**src/common/sbap_pkg.sv**
```systemverilog
// Purpose: Shared constants for the split bus address port
// Assumes: One 100 MHz clock, synchronous active-low reset
// Notes:   Widths, reset values, synchroniser depth and phase type; no logic here
package sbap_pkg;
  // ==========================================================
  // Bus widths
  localparam int ADDR_W = 8;
  localparam int DATA_W = 16;
  // ==========================================================
  // Reset values
  localparam logic [7:0]  ADDR_RST = 8'h00;
  localparam logic [15:0] DATA_RST = 16'h0000;
  // ==========================================================
  // Synchroniser depth
  localparam int SYNC_STAGES = 2;

  typedef enum {
    SB_STRAP_WAIT,
    SB_RUN
  } sbap_phase_t;
endpackage : sbap_pkg

```
**src/logic/sbap_sync.sv**
```systemverilog
// Purpose: Two-flop synchroniser for asynchronous pin levels
// Assumes: Inputs are levels from outside the clock domain
// Notes:   First stage is read by the second stage only
`timescale 1ns/1ps
module sbap_sync #(
  parameter int WIDTH = 1
) (
  input  wire logic             clk,
  input  wire logic             reset_n,
  input  wire logic [WIDTH-1:0] async,
  output logic      [WIDTH-1:0] synced
);
  typedef struct packed {
    logic [WIDTH-1:0] meta;
    logic [WIDTH-1:0] sync;
  } sbap_sync_t;

  sbap_sync_t st;
  sbap_sync_t next_st;

  initial begin
    if (WIDTH < 1) $error("sbap_sync: WIDTH must be positive");
  end

  always_comb begin
    next_st      = st;
    next_st.meta = async;
    next_st.sync = st.meta;
  end

  // No reset on purpose: a cleared stage would show a false strap
  // and a false write edge in the first cycles after release
  always_ff @(posedge clk) begin
    st <= next_st;
  end

  assign synced = st.sync;
endmodule : sbap_sync

```
**src/logic/sbap_port.sv**
```systemverilog
// Purpose: Address phase front end of the parallel host port
// Assumes: Pins are asynchronous and pass two flops first
// Notes:   Strap is caught once, in the first cycle after reset
//
// Operation
// (RULE1) Strap selects latch or indicator strobe use
// (RULE2) Strap caught at power-up, then held
// (RULE3) Latch mode: strobe fall captures address
// (RULE4) Indicator mode: sample indicator at write rise
// (RULE5) Indicator high means address, low means data
// (RULE6) Host ties strap high in generic mode
// (RULE7) Separate data bus is sixteen bits
// (RULE8) Shared bus carries address then data
// (RULE9) Data write targets last captured address
`timescale 1ns/1ps
module sbap_port #(
  parameter int AW = sbap_pkg::ADDR_W,
  parameter int DW = sbap_pkg::DATA_W
) (
  input  wire logic          clk,
  input  wire logic          reset_n,
  input  wire logic          splitBusMode,
  input  wire logic          busPhaseSelectStrap,
  input  wire logic          strobeOrIndicatorPin,
  input  wire logic          wrStrobe_n,
  input  wire logic [AW-1:0] adIn,
  input  wire logic [DW-1:0] dataIn,
  output logic      [AW-1:0] regAddr,
  output logic               addrStrobe,
  output logic      [AW-1:0] regWrData,
  output logic               regWrStrobe,
  output logic      [DW-1:0] wideData,
  output logic               wideWrStrobe,
  output logic               indicatorMode
);
  import sbap_pkg::*;

  initial begin
    if (AW != ADDR_W) $error("sbap_port: AW must be 8");
    if (DW != DATA_W) $error("sbap_port: DW must be 16");
  end

  // ==========================================================
  // Pin synchronisers
  localparam int SW = AW + DW + 4;
  logic [SW-1:0] pinSync;

  sbap_sync #(
    .WIDTH (SW)
  ) u_sync (
    .clk     (clk),
    .reset_n (reset_n),
    .async   ({splitBusMode, busPhaseSelectStrap, strobeOrIndicatorPin,
                wrStrobe_n, adIn, dataIn}),
    .synced  (pinSync)
  );

  logic          sMode;
  logic          sStrap;
  logic          sStrobe;
  logic          sWr_n;
  logic [AW-1:0] sAd;
  logic [DW-1:0] sData;
  assign {sMode, sStrap, sStrobe, sWr_n, sAd, sData} = pinSync;

  // ==========================================================
  // State
  typedef struct packed {
    sbap_phase_t   phase;
    logic          indMode;
    logic          prevStrobe;
    logic          prevWr_n;
    logic [AW-1:0] addr;
    logic          addrStb;
    logic [AW-1:0] wrData;
    logic          wrStb;
    logic [DW-1:0] wide;
    logic          wideStb;
  } sbap_state_t;

  sbap_state_t st;
  sbap_state_t next_st;

  always_comb begin
    next_st            = st;
    next_st.addrStb    = 1'b0;
    next_st.wrStb      = 1'b0;
    next_st.wideStb    = 1'b0;
    next_st.prevStrobe = sStrobe;
    next_st.prevWr_n   = sWr_n;
    case (st.phase)
      SB_STRAP_WAIT: begin
        // (RULE2) Strap caught once
        // (RULE1) Strap used in split mode only
        // Generic mode behaves as strap high, matching the tie-off
        next_st.indMode = sMode ? sStrap : 1'b1;
        next_st.phase   = SB_RUN;
      end
      SB_RUN: begin
        if (!st.indMode) begin
          // (RULE3) Falling strobe captures address
          if (st.prevStrobe && !sStrobe) begin
            next_st.addr    = sAd;
            next_st.addrStb = 1'b1;
          end
          // (RULE9) Write to latched address
          if (!st.prevWr_n && sWr_n) begin
            next_st.wrData = sAd;
            next_st.wrStb  = 1'b1;
          end
        end else if (!st.prevWr_n && sWr_n) begin
          // (RULE4) Indicator sampled at write rise
          // (RULE5) High address, low data
          if (sStrobe) begin
            next_st.addr    = sAd;
            next_st.addrStb = 1'b1;
          end else begin
            // (RULE8) Data phase follows address
            // (RULE9) Data goes to last address
            next_st.wrData = sAd;
            next_st.wrStb  = 1'b1;
          end
        end
        // (RULE7) Sixteen-bit data bus capture
        if (!st.prevWr_n && sWr_n) begin
          next_st.wide    = sData;
          next_st.wideStb = 1'b1;
        end
      end
      default: begin
        next_st.phase = SB_STRAP_WAIT;
      end
    endcase
  end

  always_ff @(posedge clk) begin
    if (!reset_n) begin
      st.phase      <= SB_STRAP_WAIT;
      st.indMode    <= 1'b1;
      st.prevStrobe <= 1'b1;
      st.prevWr_n   <= 1'b1;
      st.addr       <= ADDR_RST;
      st.addrStb    <= 1'b0;
      st.wrData     <= ADDR_RST;
      st.wrStb      <= 1'b0;
      st.wide       <= DATA_RST;
      st.wideStb    <= 1'b0;
    end else begin
      st <= next_st;
    end
  end

  assign regAddr       = st.addr;
  assign addrStrobe    = st.addrStb;
  assign regWrData     = st.wrData;
  assign regWrStrobe   = st.wrStb;
  assign wideData      = st.wide;
  assign wideWrStrobe  = st.wideStb;
  assign indicatorMode = st.indMode;
endmodule : sbap_port

```
**config.mk**
```make
export PLATFORM = sky130hd
export DESIGN_NAME = sbap_port
export DESIGN_NICKNAME = d
export VERILOG_FILES = /design/src/common/sbap_pkg.sv /design/src/logic/sbap_sync.sv /design/src/logic/sbap_port.sv
export SDC_FILE = /design/constraint.sdc
export NUM_CORES = 1
export LEC_CHECK = 0
export BUFFER_PORTS_ARGS = -buffer_cell sky130_fd_sc_hd__buf_2
export CORE_MARGIN = 4
export CORE_UTILIZATION = 35
export CTS_CLUSTER_SIZE = 14
export DETAILED_ROUTE_END_ITERATION = 8
export GPL_ROUTABILITY_DRIVEN = 0
export PLACE_DENSITY_LB_ADDON = 0.1
export SETUP_SLACK_MARGIN = 0.4
export SLEW_MARGIN = 20
export SYNTH_ARGS = -nofsm -noshare
export SYNTH_HDL_FRONTEND = slang
export SYNTH_SLANG_ARGS = --single-unit
export TNS_END_PERCENT = 1
```
**constraint.sdc**
```tcl
create_clock -name clk -period 1.54 [get_ports clk]
set_input_delay 0.385 -clock clk [delete_from_list [all_inputs] [get_ports clk]]
set_output_delay 0.385 -clock clk [all_outputs]
set_load 0.01 [all_outputs]
```
==> results of run 1 <==
what timing repair did:
item | 4_1_cts | 5_1_grt
resized for setup | 1 | 3
pin swaps | 0 | 1
endpoints found under the setup margin | 47 | 69
gates cloned | 0 | 1
setup buffers | 0 | 3
synth_stat cells (all sizes together) (2+ instances only):
cell type	count
nand2b	2
mux2i	8
clkbuf	8
a21boi	25
dfxtp	95
nand2	49
buf	37
o21ai	9
and2	3
nand3	8
layer usage:
layer | part of all wire (%) | up-vias | GRT usage (%)
li1 | - | 852 | -
met1 | 48 | 741 | 13.7
met2 | 44 | 41 | 15.3
met3 | 5.6 | 10 | 3.21
met4 | 2.2 | 0 | 5.43
met5 | 0 | - | 0
area by class of cell:
cell class,count,area share [%]
multi-input cells,111,18.7
clock inverters,5,3.85
repair buffers,75,12.5
clock buffers,10,4.12
flip-flops and latches,95,57.0
well taps,102,3.82
per-stage QoR:
stage / instance area, um^2 / hold slack (ns) / setup WS [ns]
floorplan: 2830 / 0.310 / 0.313
detailed placement: 3040 / 0.312 / 0.225
CTS: 3310 / 0.111 / 0.226
global route: 3340 / 0.107 / 0.163
finish: 3340 / 0.131 / 0.222
global placement: 3040 / 0.310 / 0.249
power breakdown:
| part | internal, uW | switching [uW] | total, uW |
|---|---|---|---|
| logic | 79.2 | 80.3 | 159 |
| registers | 2550 | 32.5 | 2590 |
| clock network | 1280 | 820 | 2100 |
| total | 3920 | 933 | 4850 |
cell families after synthesis:
family / count (synthesis) / share of synthesized area, %
DFF: 95 / 67.2
and+or+nand+nor: 69 / 10.9
buffers and inverters: 45 / 10.7
AOI/OAI and AO/OA: 34 / 8.35
muxes: 8 / 2.83
state kept, by name (all words and copies together) (netlist names):
signal,cells
addrStrobe,1
indicatorMode,1
regAddr,8
regWrData,8
regWrStrobe,1
st,3
u_sync.next_st,28
u_sync.synced,28
wideData,16
wideWrStrobe,1
critical path, stage by stage (launching register included):
cell,delay [ns]
dfxtp_4,0.36
or3b_1,0.36
a21boi_2,0.19
buf_6,0.16
mux2i_1,0.18
path summary, 6_finish.rpt:
path,startpoint,endpoint,cells after the start
worst min-delay path,dataIn[12],u_sync.next_st[12]$_DFF_P_,1
worst max register to register,indicatorMode$_SDFFE_PN1N_,regAddr[7]$_SDFFE_PN0P_,4
worst min register to register,u_sync.next_st[17]$_DFF_P_,u_sync.synced[17]$_DFF_P_,0
worst max-delay path,indicatorMode$_SDFFE_PN1N_,regAddr[7]$_SDFFE_PN0P_,4
==> key figures, run 1 <==
Synth
  • Async SR Flop Fraction: 0%
  • Synthesized instance count: 251
  • Seq/Total Area, Yosys: 67.2%
  • Synth top area share: between 60% and 70%
  • Syn Nets: 281
  • Yosys reg bits: 95
  • Ys flop type: dfxtp_1
  • Post-Syn Area: approximately 2800 um^2
  • Synth Warn #: 0
  • Syn Area/Cell: 11.3 um^2
  • Post-synth EDFFs: 0
  • Area contributors post-synth: dfxtp_1, buf_4, nand2_1
  • Synth area leader: dfxtp_1
  • Yosys cell types: 20

CTS
  • Cts bufs inserted: 9
  • CTS tree: built
  • CTS Root Cell: clkbuf_8
  • Clock Latency Late Sink: about 0.34 ns
  • Clock sinks: between 90 and 100
  • Quantity of hold-fixing buffers added after cts: 0
  • Clk slew on worst S/H paths: about 0.09 ns
  • # H-tree levels: 3
  • Clk buf depth: 2

GRT
  • Total grt overflow: 0
  • Largest net degree at the start of global routing: 48
  • Initial antenna violation count: 0
  • First-pass GRT wire length: ~8000 um
  • Vias in the first global route: 1599
  • All-Layer GR Usage: a little over a tenth

Timing
  • Final hold vios: 0
  • Setup TNS: 0 ns
  • Tmin final: around 1.3 ns
  • FMAX: roughly 760 MHz
  • # setup viols final: 0
  • Setup repair after global routing missed its margin: yes
  • Final Cycle Share: 85.6%
  • Clock Skew: roughly 0.0076 ns
  • Final-report max-slew violation count: 0
  • Worst-margin pin slew: around 0.38 ns
  • Worst slew margin: between 70% and 80%

Floorplan
  • Initial Util: a little over a third
  • Chip height: ~100 um
  • Row cnt: 32
  • Ports: 66
  • Core area: between 7000 and 8000 um^2
  • Die ar.: ~9600 um^2
  • Die W: about 98 um

Finish
  • Share of post-route cells with drive strength above 1: 31.4%
  • Most frequent cells in the layout: dfxtp_1, buf_2, nand2_1
  • Multi-input logic area: 626 um^2
  • Final net count: approximately 320
  • Post-route insts no fill: 398
  • Number of diodes: 0
  • Total area of sequential cells: between 1500 and 2000 um^2
  • Fill count: about 780
  • Synthesis-to-layout area growth: 18.1%
  • Commonest non-fill, non-tap cell in the layout: dfxtp_1
  • Final core utilization: between 40% and 50%

Routing
  • Drt first pass iters: 4
  • Detailed router's first-iteration violation count: slightly above 70
  • Detail Route Antenna Nets: 0
  • Residual DRC: 0
  • WL per Instance: about 12 um
  • Via Count: 1644
  • Drt via density: between 4 and 5
  • Total length of routed wires: between 4000 and 5000 um

Place
  • Port Buf Inserts: 65
  • HPWL Detailed: 3120 um
  • Post-Place Cells: 379

Worst setup path
  • Worst Path Max Fanout: 5
  • Crit path capture type: register
  • Worst endpoint required time: around 1.8 ns
  • Reg2Reg Setup Slack: between 0.2 and 0.25 ns
  • Setup CP Type: register to register
  • CP startpoint kind: register
  • Data arrival, critical path: 1.60 ns

Power
  • Leakage: roughly 0.0014 uW
  • PD cells: between 1000 and 1500 nW/um^2
  • Worst IR Drop VDD: just under 0.0007 V
  • Total power draw: roughly 4900 uW

Status
  • Status: finished, final reports clean

Run
  • Total of max-cap violations: 0

Min path
  • Min-Delay Path Class: primary input to register
No activity file was read; power rests on OpenSTA's default activity.
==> run 2, diff against run 1 <==
--- a/config.mk
+++ b/config.mk
@@ -12,9 +12,9 @@
 export DETAILED_ROUTE_END_ITERATION = 8
 export GPL_ROUTABILITY_DRIVEN = 0
 export PLACE_DENSITY_LB_ADDON = 0.1
-export SETUP_SLACK_MARGIN = 0.4
 export SLEW_MARGIN = 20
 export SYNTH_ARGS = -nofsm -noshare
 export SYNTH_HDL_FRONTEND = slang
+export SYNTH_HIERARCHICAL = 1
 export SYNTH_SLANG_ARGS = --single-unit
 export TNS_END_PERCENT = 1
==> run 2 against run 1 <==
Register-to-register slack got worse by 0.02 ns. Cell count fell by 0.75%. Maximum frequency fell by 1.3%. Global-route usage rose by 0.35 points. Sequential power barely moved. Clock power fell by 26%. Synthesized cell count rose by 0.40%.
==> key figures, run 2 <==
Status
  • Status: finished, final reports clean

Synth
  • Synth cell count leaders: dfxtp_1, nand2_1, buf_4
  • Synth top area share: 66.9% (-0.27 points)
  • Async SR Flop Fraction: 0% (unchanged)
  • Synthesized instance count: 252 (+0.40%)
  • Synth area leader: dfxtp_1
  • Yosys cell types: 21 (+5.0%)
  • Most common cell in the netlist: dfxtp_1
  • Post-Syn Area: 2840 um^2 (+0.40%)
  • Syn Area/Cell: 11.3 um^2 (about the same)
  • Synth Warn #: 6 (+6)
  • Ys flop type: dfxtp_1
  • Syn Nets: 282 (+0.36%)
  • Area contributors post-synth: dfxtp_1, buf_4, nand2_1
  • Yosys reg bits: 95 (unchanged)
  • Seq/Total Area, Yosys: 66.9% (-0.27 points)
  • Post-synth EDFFs: 0 (unchanged)

Worst setup path
  • Worst path bufs/invs: 1 (unchanged)
  • Reg2Reg Setup Slack: 0.21 ns (-0.02 ns)
  • Worst-path cell chain: or3b_1 -> a21boi_2 -> buf_4 -> mux2i_1
  • Termination of the worst setup path: regAddr[5]$_SDFFE_PN0P_
  • Worst Path Max Fanout: 9 (+4)
  • CP startpoint kind: register
  • Reg2reg start: indicatorMode$_SDFFE_PN1N_
  • Data arrival, critical path: 1.61 ns (about the same)
  • Worst endpoint required time: 1.82 ns (about the same)
  • Worst stage delay on the critical path: 0.40 ns (+0.04 ns)
  • FF-to-FF path depth: 4 (unchanged)
  • Reg-to-Reg End: regAddr[5]$_SDFFE_PN0P_
  • CP delay by family, top: simple AND/OR/NAND/NOR gates
  • Setup CP Type: register to register
  • Critical path launch point: indicatorMode$_SDFFE_PN1N_
  • Slowest CP cell: or3b_1
  • WP depth: 4 (unchanged)
  • Crit path capture type: register

Power
  • Total power draw: 4290 uW (-12%)
  • Leakage: 0.00138 uW (-3.9%)
  • PD cells: 1330 nW/um^2 (-8.7%)
  • Worst IR Drop VDD: 0.000672 V (-1.7%)

Place
  • Area after DPL: 3050 um^2 (+0.37%)
  • HPWL Detailed: 3170 um (+1.7%)
  • Port Buf Inserts: 65 (unchanged)

Floorplan
  • Chip height: 98.1 um (+0.18%)
  • Die ar.: 9630 um^2 (+0.36%)
  • Initial Util: 36.4% (+0.14 points)
  • Core area: 7810 um^2 (unchanged)
  • Row cnt: 32 (unchanged)
  • Ports: 66 (unchanged)
  • Die W: 98.1 um (+0.18%)

Routing
  • Detailed router's first-iteration violation count: 46 (-36%)
  • Detail Route Antenna Nets: 0 (unchanged)
  • Drt first pass iters: 4 (unchanged)
  • Drt via density: 4.14 (+0.33%)
  • WL per Instance: 12.5 um (+2.4%)
  • Total length of routed wires: 4930 um (+1.6%)
  • Residual DRC: 0 (unchanged)
  • Via Count: 1637 (-0.43%)

CTS
  • Quantity of hold-fixing buffers added after cts: 0 (unchanged)
  • Clk slew on worst S/H paths: 0.08 ns (about the same)
  • Cts bufs inserted: 9 (unchanged)
  • Clock Latency Late Sink: 0.34 ns (about the same)
  • Clk buf depth: 2 (unchanged)
  • # H-tree levels: 3 (unchanged)
  • CTS Root Cell: clkbuf_8
  • Post-CTS Setup Bufs: 0 (unchanged)
  • CTS resizes: 0 (-1)
  • CTS tree: built
  • Clock sinks: 95 (unchanged)

Timing
  • Clock Skew: 0.00597 ns (-0.00167 ns)
  • Final Cycle Share: 86.7% (+1.1 points)
  • Final-report max-slew violation count: 0 (unchanged)
  • Setup repair after global routing missed its margin: no
  • Worst-margin pin slew: 0.337 ns (-0.0415 ns)
  • # setup viols final: 0 (unchanged)
  • FMAX: 749 MHz (-1.3%)
  • Tmin final: 1.33 ns (+0.0170 ns)
  • Setup TNS: 0 ns (unchanged)
  • Final hold vios: 0 (unchanged)
  • Worst slew margin: 77.5% (+2.8 points)
  • Hold Slack: 0.134 ns (+0.00284 ns)

Min path
  • Worst hold stages: 1 (unchanged)
  • Min-Delay Path Class: primary input to register

GRT
  • Initial antenna violation count: 0 (unchanged)
  • Total grt overflow: 0 (unchanged)
  • First-pass GRT wire length: 7980 um (+0.96%)
  • All-Layer GR Usage: 10.8% (+0.35 points)
  • Largest net degree at the start of global routing: 48 (unchanged)
  • Vias in the first global route: 1639 (+2.5%)

Run
  • Total of max-cap violations: 0 (unchanged)

Finish
  • Final net count: 318 (-1.2%)
  • Share of post-route cells with drive strength above 1: 29.4% (-2.1 points)
  • Most frequent cells in the layout: dfxtp_1, buf_2, nand2_1
  • Synthesis-to-layout area growth: 14.0%
  • Number of diodes: 0 (unchanged)
  • Post-route cell area: 3240 um^2 (-3.1%)
  • Commonest non-fill, non-tap cell in the layout: dfxtp_1
==> run 2: cell count changes after synthesis <==
cell | before | now
buf_4 | 33 | 34
nand4_1 | 0 | 1
nand3_1 | 8 | 7
nor2b_1 | 1 | 2
clkbuf_1 | 8 | 7
==> run 2: worst min-delay path by stage <==
stage	startpoint	end
after floorplan	u_sync/next_st[0]$_DFF_P_	u_sync/synced[0]$_DFF_P_
after global placement	u_sync/next_st[10]$_DFF_P_	u_sync/synced[10]$_DFF_P_
after detailed placement	u_sync/next_st[13]$_DFF_P_	u_sync/synced[13]$_DFF_P_
after CTS	dataIn[13]	u_sync/next_st[13]$_DFF_P_
after global routing	dataIn[13]	u_sync/next_st[13]$_DFF_P_
final	dataIn[13]	u_sync/next_st[13]$_DFF_P_
==> run 2: power breakdown <==
part	switching [uW]	leakage (uW)	internal (uW)
logic	77.8	0.000500	75.3
clock network	805	0.0000960	745
registers	34.2	0.000789	2550
==> run 2: per-stage QoR <==
| stage | instances | setup WS [ns] | utilization (%) |
|---|---|---|---|
| after CTS | 395 | 0.191 | 41.5 |
| after global routing | 395 | 0.116 | 41.5 |
| final | 395 | 0.205 | 41.5 |
| after global placement | 379 | 0.249 | 39.1 |
| after detailed placement | 379 | 0.204 | 39.1 |
| after floorplan | 252 | 0.282 | - |
==> run 2: layout make-up <==
| type | count | area [um^2] |
|---|---|---|
| clock buffers | 10 | 128 |
| clock inverters | 6 | 61.3 |
| fillers | 763 | 4570 |
| multi-input cells | 112 | 633 |
| flip-flops and latches | 95 | 1900 |
| well taps | 102 | 128 |
| repair buffers | 70 | 388 |
==> run 2: cell families after synthesis <==
| logic type | synth area share (%) |
|---|---|
| mux | 2.82 |
| simple gates | 11.1 |
| flops | 66.9 |
| compound gates | 8.32 |
| buf+inv | 10.8 |
==> run 2: per-layer routing <==
metal  global-route usage (%)  wire length [um]  vias to the layer above
met5                        0                 0                        -
met4                     3.83                68                        0
met3                     5.36               348                        8
met2                     16.9              2210                       53
met1                     12.8              2300                      726
li1                         -                 -                      850
